<file path="config.mk">
export PLATFORM = sky130hd
export DESIGN_NAME = lrpc_ctrl
export DESIGN_NICKNAME = d
export VERILOG_FILES = /design/src/core/lrpc_pkg.sv /design/src/core/lrpc_limit_timer.sv /design/src/core/lrpc_ctrl.sv
export SDC_FILE = /design/constraint.sdc
export NUM_CORES = 1
export LEC_CHECK = 0
export BUFFER_PORTS_ARGS = -buffer_cell sky130_fd_sc_hd__buf_2
export CAP_MARGIN = 20
export CORE_ASPECT_RATIO = 0.6
export CORE_MARGIN = 3
export CORE_UTILIZATION = 54
export DETAILED_ROUTE_END_ITERATION = 6
export PLACE_DENSITY = 0.83
export SYNTH_ARGS = -nofsm -noshare
export SYNTH_HDL_FRONTEND = slang
export SYNTH_SLANG_ARGS = --single-unit
export TNS_END_PERCENT = 1
</file>
<file path="constraint.sdc">
create_clock -name clock -period 4.5 [get_ports clock]
set_input_delay 0.45 -clock clock [delete_from_list [all_inputs] [get_ports clock]]
set_output_delay 0.45 -clock clock [all_outputs]
set_load 0.02 [all_outputs]
</file>
<file path="src/core/lrpc_pkg.sv">
// Purpose: constants shared by the linear rail protection control block
// Assumes: 50 MHz clock, APB with 32-bit data
// Notes:   times are in microseconds; cycle counts derive from them
package lrpc_pkg;
  // ===========================================================
  // clock and timing
  localparam int CLK_MHZ            = 50;
  localparam int AR_LIMIT_OFF_US    = 200;
  localparam int AUX_LIMIT_OFF_US   = 200;
  localparam int AR_LIMIT_OFF_CYC   = AR_LIMIT_OFF_US * CLK_MHZ;
  localparam int AUX_LIMIT_OFF_CYC  = AUX_LIMIT_OFF_US * CLK_MHZ;
  // ===========================================================
  // register byte offsets
  localparam logic [7:0] OFS_CFG     = 8'h00;
  localparam logic [7:0] OFS_RESTART = 8'h04;
  localparam logic [7:0] OFS_STATUS  = 8'h08;
  localparam logic [7:0] OFS_DIAG    = 8'h0c;
  // ===========================================================
  // config register fields
  localparam int CFG_TRK_BIT    = 0;
  localparam int CFG_ARLOW_BIT  = 1;
  localparam int CFG_XOVEN_BIT  = 2;
  localparam int CFG_MODE_LSB   = 4;
  localparam int CFG_LOCK_BIT   = 8;
  // restart register fields
  localparam int RST_AR_BIT     = 0;
  localparam int RST_AUX_BIT    = 1;
  localparam int RST_X_BIT      = 2;
  // diag flag positions
  localparam int DG_AR_OV  = 0;
  localparam int DG_AR_UV  = 1;
  localparam int DG_AUX_OV = 2;
  localparam int DG_AUX_UV = 3;
  localparam int DG_X_OV   = 4;
  localparam int DG_X_UV   = 5;
  localparam int DG_W      = 6;
  // ===========================================================
  // transceiver mode codes and mode reset value
  localparam logic [1:0] MODE_SLEEP_NOWAKE = 2'h0;
  localparam logic [1:0] MODE_LISTEN       = 2'h1;
  localparam logic [1:0] MODE_SLEEP_WAKE   = 2'h2;
  localparam logic [1:0] MODE_NORMAL       = 2'h3;
  localparam logic [1:0] MODE_RESET        = MODE_NORMAL;
  // analog reference limit level codes
  localparam logic [1:0] AR_LIM_INTERNAL = 2'h0;
  localparam logic [1:0] AR_LIM_EXTERNAL = 2'h1;
  localparam logic [1:0] AR_LIM_EXT_LOW  = 2'h2;
  localparam logic [1:0] AR_LIM_FOLDBACK = 2'h3;
endpackage

</file>
<file path="src/core/lrpc_limit_timer.sv">
// Purpose: times one continuous current-limit episode
// Assumes: limit_on already synchronised to clock
// Notes:   expire pulses once when the episode reaches LIMIT cycles
`timescale 1ns/1ps
module lrpc_limit_timer #(
  parameter int LIMIT = 10000
) (
  input  wire logic clock,
  input  wire logic rst_b,
  input  wire logic limit_on,
  output logic      expire
);
  localparam int CW = $clog2(LIMIT + 1);
  localparam logic [CW-1:0] LAST = CW'(LIMIT - 1);
  localparam logic [CW-1:0] FULL = CW'(LIMIT);

  logic [CW-1:0] count;
  logic [CW-1:0] next_count;
  logic          next_expire;

  // ===========================================================
  // counter
  always_comb begin
    next_count  = '0;
    next_expire = 1'b0;
    if (limit_on) begin
      // saturate so a long episode pulses expire only once
      next_count  = (count == FULL) ? count : count + CW'(1);
      next_expire = (count == LAST);
    end
  end

  always_ff @(posedge clock or negedge rst_b) begin
    if (!rst_b) begin
      count  <= '0;
      expire <= 1'b0;
    end else begin
      count  <= next_count;
      expire <= next_expire;
    end
  end
endmodule

</file>
<file path="src/core/lrpc_ctrl.sv">
// Purpose: protection control for analog-reference, auxiliary and
//          transceiver supply rails, reached over APB
// Assumes: comparator inputs are asynchronous; startup and init_main
//          come from the main state machine on the same clock
// Notes:   diag flags are write-one-to-clear, a new event wins
//
// What this block does
// - at start-up detect external pass transistor; if fitted, internal device off
// - default analog-reference limit level follows the start-up detection result
// - internal device in use: stay on under current limit, no timed shutdown
// - external transistor: limit lasting the off time switches rail off till restart
// - lower analog-reference limit selectable only when external transistor found
// - analog-reference output below foldback threshold selects foldback limit
// - auxiliary limit lasting its off time switches rail off till restart
// - auxiliary output low selects foldback limit level
// - analog-reference overvoltage turns rail off; either event flags and reports
// - auxiliary overvoltage turns rail off; either event flags and reports
// - auxiliary tracking chosen only during init, then locked
// - after reset transceiver rail and undervoltage on, overvoltage detector off
// - transceiver overvoltage detector enable accepted only in init state
// - enabled transceiver overvoltage turns rail off, flags and reports
// - transceiver undervoltage detector disabled while that rail is off
// - transceiver supply events never touch reset or fail-safe outputs
// - transceiver mode: 00 sleep, 01 listen, 10 sleep with wake, 11 normal
`timescale 1ns/1ps
module lrpc_ctrl
  import lrpc_pkg::*;
#(
  parameter int AR_OFF_CYCLES  = AR_LIMIT_OFF_CYC,
  parameter int AUX_OFF_CYCLES = AUX_LIMIT_OFF_CYC
) (
  input  wire logic        clock,
  input  wire logic        rst_b,
  input  wire logic        psel,
  input  wire logic        penable,
  input  wire logic        pwrite,
  input  wire logic [7:0]  paddr,
  input  wire logic [31:0] pwdata,
  output logic      [31:0] prdata,
  output logic             pready,
  output logic             pslverr,
  input  wire logic        startup,
  input  wire logic        init_main,
  input  wire logic        ar_ext_detect,
  input  wire logic        ar_limit,
  input  wire logic        ar_fold,
  input  wire logic        ar_ov,
  input  wire logic        ar_uv,
  input  wire logic        aux_limit,
  input  wire logic        aux_fold,
  input  wire logic        aux_ov,
  input  wire logic        aux_uv,
  input  wire logic        xcvr_ov,
  input  wire logic        xcvr_uv,
  output logic             ar_rail_en,
  output logic             ar_internal_en,
  output logic             ar_external_en,
  output logic      [1:0]  ar_limit_level,
  output logic             aux_rail_en,
  output logic             aux_limit_foldback,
  output logic             aux_tracking_enable,
  output logic             transceiver_supply_rail,
  output logic             xcvr_ov_det_en,
  output logic             xcvr_uv_det_en,
  output logic      [1:0]  xcvr_mode,
  output logic             diag_event,
  output logic             failsafe_req
);
  // ===========================================================
  // comparator synchronisers
  localparam int NS = 11;
  logic [NS-1:0] sync1;
  logic [NS-1:0] sync2;
  logic s_ext, s_arl, s_arf, s_arov, s_aruv;
  logic s_axl, s_axf, s_axov, s_axuv, s_xov, s_xuv;

  always_ff @(posedge clock or negedge rst_b) begin
    if (!rst_b) begin
      sync1 <= '0;
      sync2 <= '0;
    end else begin
      sync1 <= {ar_ext_detect, ar_limit, ar_fold, ar_ov, ar_uv,
                aux_limit, aux_fold, aux_ov, aux_uv, xcvr_ov, xcvr_uv};
      sync2 <= sync1;
    end
  end
  assign {s_ext, s_arl, s_arf, s_arov, s_aruv,
          s_axl, s_axf, s_axov, s_axuv, s_xov, s_xuv} = sync2;

  // ===========================================================
  // limit duration timers
  logic          ext_pnp,  next_ext_pnp;
  logic          ar_off,   next_ar_off;
  logic          aux_off,  next_aux_off;
  logic ar_expire;
  logic aux_expire;

  lrpc_limit_timer #(.LIMIT(AR_OFF_CYCLES)) u_ar_timer (
    .clock    (clock),
    .rst_b    (rst_b),
    .limit_on (s_arl & ext_pnp & ~ar_off),
    .expire   (ar_expire)
  );

  lrpc_limit_timer #(.LIMIT(AUX_OFF_CYCLES)) u_aux_timer (
    .clock    (clock),
    .rst_b    (rst_b),
    .limit_on (s_axl & ~aux_off),
    .expire   (aux_expire)
  );

  // ===========================================================
  // state registers
  logic          x_off,    next_x_off;
  logic          init_q,   next_init_q;
  logic          trk_window;
  logic          trk,      next_trk;
  logic          ar_low,   next_ar_low;
  logic          xov_en,   next_xov_en;
  logic          locked,   next_locked;
  logic [1:0]    mode,     next_mode;
  logic [DG_W-1:0] diag,   next_diag;
  logic [DG_W-1:0] dg_set;
  logic [31:0]   next_prdata;
  logic          wr;
  logic          rd_setup;
  logic          mapped;

  assign mapped   = (paddr == OFS_CFG) || (paddr == OFS_RESTART) ||
                    (paddr == OFS_STATUS) || (paddr == OFS_DIAG);
  assign wr       = psel & penable & pwrite & mapped;
  assign rd_setup = psel & ~penable & ~pwrite;
  assign pready   = penable;
  assign pslverr  = psel & penable & ~mapped;
  assign trk_window = init_main & ~locked;

  always_comb begin
    dg_set            = '0;
    dg_set[DG_AR_OV]  = s_arov;
    dg_set[DG_AR_UV]  = s_aruv;
    dg_set[DG_AUX_OV] = s_axov;
    dg_set[DG_AUX_UV] = s_axuv;
    dg_set[DG_X_OV]   = s_xov & xov_en;
    dg_set[DG_X_UV]   = s_xuv & ~x_off;
  end

  always_comb begin
    next_ext_pnp = ext_pnp;
    next_ar_off  = ar_off;
    next_aux_off = aux_off;
    next_x_off   = x_off;
    next_trk     = trk;
    next_ar_low  = ar_low;
    next_xov_en  = xov_en;
    next_mode    = mode;
    next_init_q  = init_main;
    // lock once the init state has been left
    next_locked  = locked | (init_q & ~init_main);
    next_diag    = diag;
    next_prdata  = prdata;
    // detection result tracks the pin only while starting up
    if (startup) begin
      next_ext_pnp = s_ext;
    end
    if (wr && paddr == OFS_CFG) begin
      next_ar_low = pwdata[CFG_ARLOW_BIT] & ext_pnp;
      next_mode   = pwdata[CFG_MODE_LSB +: 2];
      if (trk_window) begin
        next_trk = pwdata[CFG_TRK_BIT];
      end
      if (init_main) begin
        next_xov_en = pwdata[CFG_XOVEN_BIT];
      end
    end
    // restart clears the latch; a new off event in the same cycle wins
    if (wr && paddr == OFS_RESTART) begin
      if (pwdata[RST_AR_BIT]) next_ar_off = 1'b0;
      if (pwdata[RST_AUX_BIT]) next_aux_off = 1'b0;
      if (pwdata[RST_X_BIT]) next_x_off = 1'b0;
    end
    if (wr && paddr == OFS_DIAG) begin
      next_diag = diag & ~pwdata[DG_W-1:0];
    end
    next_diag = next_diag | dg_set;
    if ((ar_expire && ext_pnp) || s_arov) begin
      next_ar_off = 1'b1;
    end
    if (aux_expire || s_axov) begin
      next_aux_off = 1'b1;
    end
    if (s_xov && xov_en) begin
      next_x_off = 1'b1;
    end
    if (rd_setup) begin
      unique case (paddr)
        OFS_CFG: next_prdata = {23'h0, locked, 2'h0, mode, 1'b0,
                                xov_en, ar_low, trk};
        OFS_STATUS: next_prdata = {24'h0, ext_pnp, x_off, aux_off, ar_off,
                                   1'b0, ~x_off, ~aux_off, ~ar_off};
        OFS_DIAG: next_prdata = {26'h0, diag};
        default: next_prdata = 32'h0;
      endcase
    end
  end

  always_ff @(posedge clock or negedge rst_b) begin
    if (!rst_b) begin
      ext_pnp <= 1'b0;
      ar_off  <= 1'b0;
      aux_off <= 1'b0;
      x_off   <= 1'b0;
      trk     <= 1'b0;
      ar_low  <= 1'b0;
      xov_en  <= 1'b0;
      locked  <= 1'b0;
      init_q  <= 1'b0;
      mode    <= MODE_RESET;
      diag    <= '0;
      prdata  <= 32'h0;
    end else begin
      ext_pnp <= next_ext_pnp;
      ar_off  <= next_ar_off;
      aux_off <= next_aux_off;
      x_off   <= next_x_off;
      trk     <= next_trk;
      ar_low  <= next_ar_low;
      xov_en  <= next_xov_en;
      locked  <= next_locked;
      init_q  <= next_init_q;
      mode    <= next_mode;
      diag    <= next_diag;
      prdata  <= next_prdata;
    end
  end

  // ===========================================================
  // rail outputs
  logic [1:0] next_ar_lvl;
  logic       next_evt;
  logic       next_fs;

  always_comb begin
    if (s_arf) begin
      next_ar_lvl = AR_LIM_FOLDBACK;
    end else if (!ext_pnp) begin
      next_ar_lvl = AR_LIM_INTERNAL;
    end else if (ar_low) begin
      next_ar_lvl = AR_LIM_EXT_LOW;
    end else begin
      next_ar_lvl = AR_LIM_EXTERNAL;
    end
    next_evt = |(dg_set & ~diag);
    // only the safety rails feed fail-safe
    next_fs  = s_arov | s_aruv | s_axov | s_axuv;
  end

  always_ff @(posedge clock or negedge rst_b) begin
    if (!rst_b) begin
      ar_limit_level     <= AR_LIM_INTERNAL;
      aux_limit_foldback <= 1'b0;
      diag_event         <= 1'b0;
      failsafe_req       <= 1'b0;
    end else begin
      ar_limit_level     <= next_ar_lvl;
      aux_limit_foldback <= s_axf;
      diag_event         <= next_evt;
      failsafe_req       <= next_fs;
    end
  end

  assign ar_rail_en              = ~ar_off;
  assign ar_internal_en          = ~ar_off & ~ext_pnp;
  assign ar_external_en          = ~ar_off & ext_pnp;
  assign aux_rail_en             = ~aux_off;
  assign aux_tracking_enable     = trk;
  assign transceiver_supply_rail = ~x_off;
  assign xcvr_ov_det_en          = xov_en;
  assign xcvr_uv_det_en          = ~x_off;
  assign xcvr_mode               = mode;
endmodule

</file>
==> results.cfg <==
[synthesis]
synthTopCellsByArea = dfrtp_1, buf_4, xnor2_1
yosys_warnings = 0
synth_top_cell_area_share = 0.553
ys_seq_area_frac = 0.568
avgSynthCellArea_um2 = 10.8
synth_common_cells = dfrtp_1, nor2_1, buf_4
synth.cell_area_um2 = 3660
synth.largest_area_cell = dfrtp_1
ys_async_sr_fraction = 1.00
syn_inst = 339
synth_most_common_cell = dfrtp_1
synth_seq_cells = 83
synth_cell_types = 43
ys.flop_type = dfrtp_1
synth-edff-count = 0

[placed_design]
io_buffers = 57
dp_hpwl_um = 5330
gp_routability_congestion = 0.869
placedCellCount = 468
place_ws_ns = 2.50

[global_route]
overflow = 0
grt_pass1_wl_um = 12200
track_usage = 0.202
grt_pass1_vias = 2426
grt_max_degree = 84
antenna_found_initial = 0

[detailed_routing]
wire_per_inst_um = 15.2
drt-total-wl_um = 7370
drc = 0
drt-initial-drc-count = 180
first_pass_iters = 4
avgViaCountPerCell = 5.34
vias = 2590
postRouteAntennaNets = 0

[clock_tree]
cts-root-buf = clkbuf_16
cts_made_buffers = 9
ctsHoldBuffers = 0
htreeDepth = 3
cts_sinks = 83
clkTransAtPathRegs_ns = 0.06
postCtsSetupBuffers = 0
insertion_delay_ns = 0.35
cts_tree = built
post_cts_resized = 0
clockBufferDepth = 2

[die]
die-area_um2 = 7840
core_um2 = 6330
rows = 22
start_util = 0.578
ios = 107
die_w_um = 112
die_h_um = 69.8

[finish]
area_growth_pct = 15.4
final_layout_size_suffix_gt1_frac = 0.209
multi_input_area_um2 = 1370
finish.utilization = 0.668
fin_cells = 485
antennaDiodeCount = 0
nNetsFinal = 458
n_fill_cell = 492
seqCellArea_um2 = 2080

[power_and_ir_drop]
fin_total_pwr_mw = 1.54
ir_drop_v = 0.000368
p_per_area_nw_per_um2 = 365
leakagePower_nw = 1.89

[worst_setup_path]
worstSetupStartpointType = input port
ff2ff_setup_slack_ns = 2.85
r2r_end = u_ar_timer.count[10]
required_ns = 4.05
end_kind = primary output
crit_fanout = 7
cp.arrival_ns = 1.56
reg2reg_depth = 5
timing.rr.start = u_ar_timer.count[0]
path_class = input port to primary output

[timing]
finalCriticalPeriod_ns = 2.01
final_hold_viol_count = 0
tns_ns = 0
skew_ns = 0.00539
rsz0062_at_grt = no
setup_violations = 0
layout_setup_ws_ns = 2.49
drv_slew = 0
max_freq_mhz = 498
finalCritPeriodShare = 0.446

[status]
status = completed

[worst_hold_path]
hold_class = input port to asynchronous set/reset pin

[flow_run]
drv_cap = 0
==> worst max path at each step <==
stage / from / end / slack [ns] / depth (start not counted)
6_report: paddr[1] / pslverr / 2.49 / 5
3_3_place_gp: paddr[1] / pslverr / 2.52 / 5
3_5_place_dp: paddr[1] / pslverr / 2.50 / 5
4_1_cts: paddr[1] / pslverr / 2.50 / 5
2_1_floorplan: paddr[1] / pslverr / 2.88 / 4
5_1_grt: paddr[1] / pslverr / 2.42 / 5
==> power breakdown <==
| group | switching [mW] | internal, mW | total, mW |
|---|---|---|---|
| clock network | 0.300 | 0.393 | 0.693 |
| logic | 0.0556 | 0.0236 | 0.0792 |
| registers | 0.00872 | 0.761 | 0.770 |
| total | 0.364 | 1.18 | 1.54 |
==> per-layer routing <==
layer  share of wire  track usage  routed length (µm)  vias to the layer above
met3           0.085       0.0907                 628                       10
met1            0.46        0.284                3370                     1251
met5               0            0                   0                        -
met2            0.44        0.281                3240                       88
li1                -            -                   -                     1241
met4           0.016       0.0640                 119                        0
==> state kept, by name, summed over array words and instances, names as in the netlist, 2 cells and up <==
name and cells:
ar_limit_level 2, diag 6, prdata 9, sync1 11
sync2 11, u_ar_timer.count 14, u_aux_timer.count 14, xcvr_mode 2
==> layout make-up <==
class                           count  share of cell area
Clock inverter                      6              0.0112
Sequential cell                    83               0.492
Multi-Input combinational cell    225               0.324
Inverter                           19              0.0169
Timing Repair Buffer               58              0.0746
Clock buffer                       10              0.0565
Tap cell                           84              0.0249
==> logic make-up (layout without fill, tap and decap cells) <==
| kind of cell | count (synthesis) | count (layout) | synth area share |
|---|---|---|---|
| flip-flops | 83 | 83 | 0.568 |
| adder cells (fa/ha/maj) | 4 | 4 | 0.0137 |
| AND/OR/NAND/NOR | 125 | 125 | 0.182 |
| XOR/XNOR | 21 | 21 | 0.0502 |
| buffers and inverters | 53 | 93 | 0.0806 |
| AO/OA/AOI/OAI | 40 | 40 | 0.0700 |
| other | 1 | 23 | 0.00102 |
| multiplexers | 12 | 12 | 0.0345 |
==> layout by cell type (no fill, tap or decap), types with 5 or more instances in the layout <==
cell type	synthesis	final
xnor2_1	18	18
nand2_1	22	22
nand3_1	13	13
o21ai_0	9	9
conb_1	1	23
a21o_1	5	5
buf_2	2	56
nor4_1	6	6
inv_1	19	19
mux2i_1	7	7
nand4_1	10	10
a21oi_1	9	9
o21ai_1	5	5
mux2_2	5	5
nor3_1	11	11
nor2_1	34	34
clkbuf_16	0	9
dfrtp_1	81	81
==> stage by stage <==
step	area (µm²)	hold slack, ns
after floorplan	3740	0.154
after global placement	3910	0.333
after detailed placement	3910	0.335
after CTS	4200	0.198
after global routing	4230	0.0423
final	4230	0.0252
==> critical path, cell delays in order <==
cell	delay (ns)
buf_2	0.10
nor4_2	0.42
and2_1	0.35
nor2_1	0.08
buf_2	0.16
Note: power is estimated with default switching activity, not from simulation.
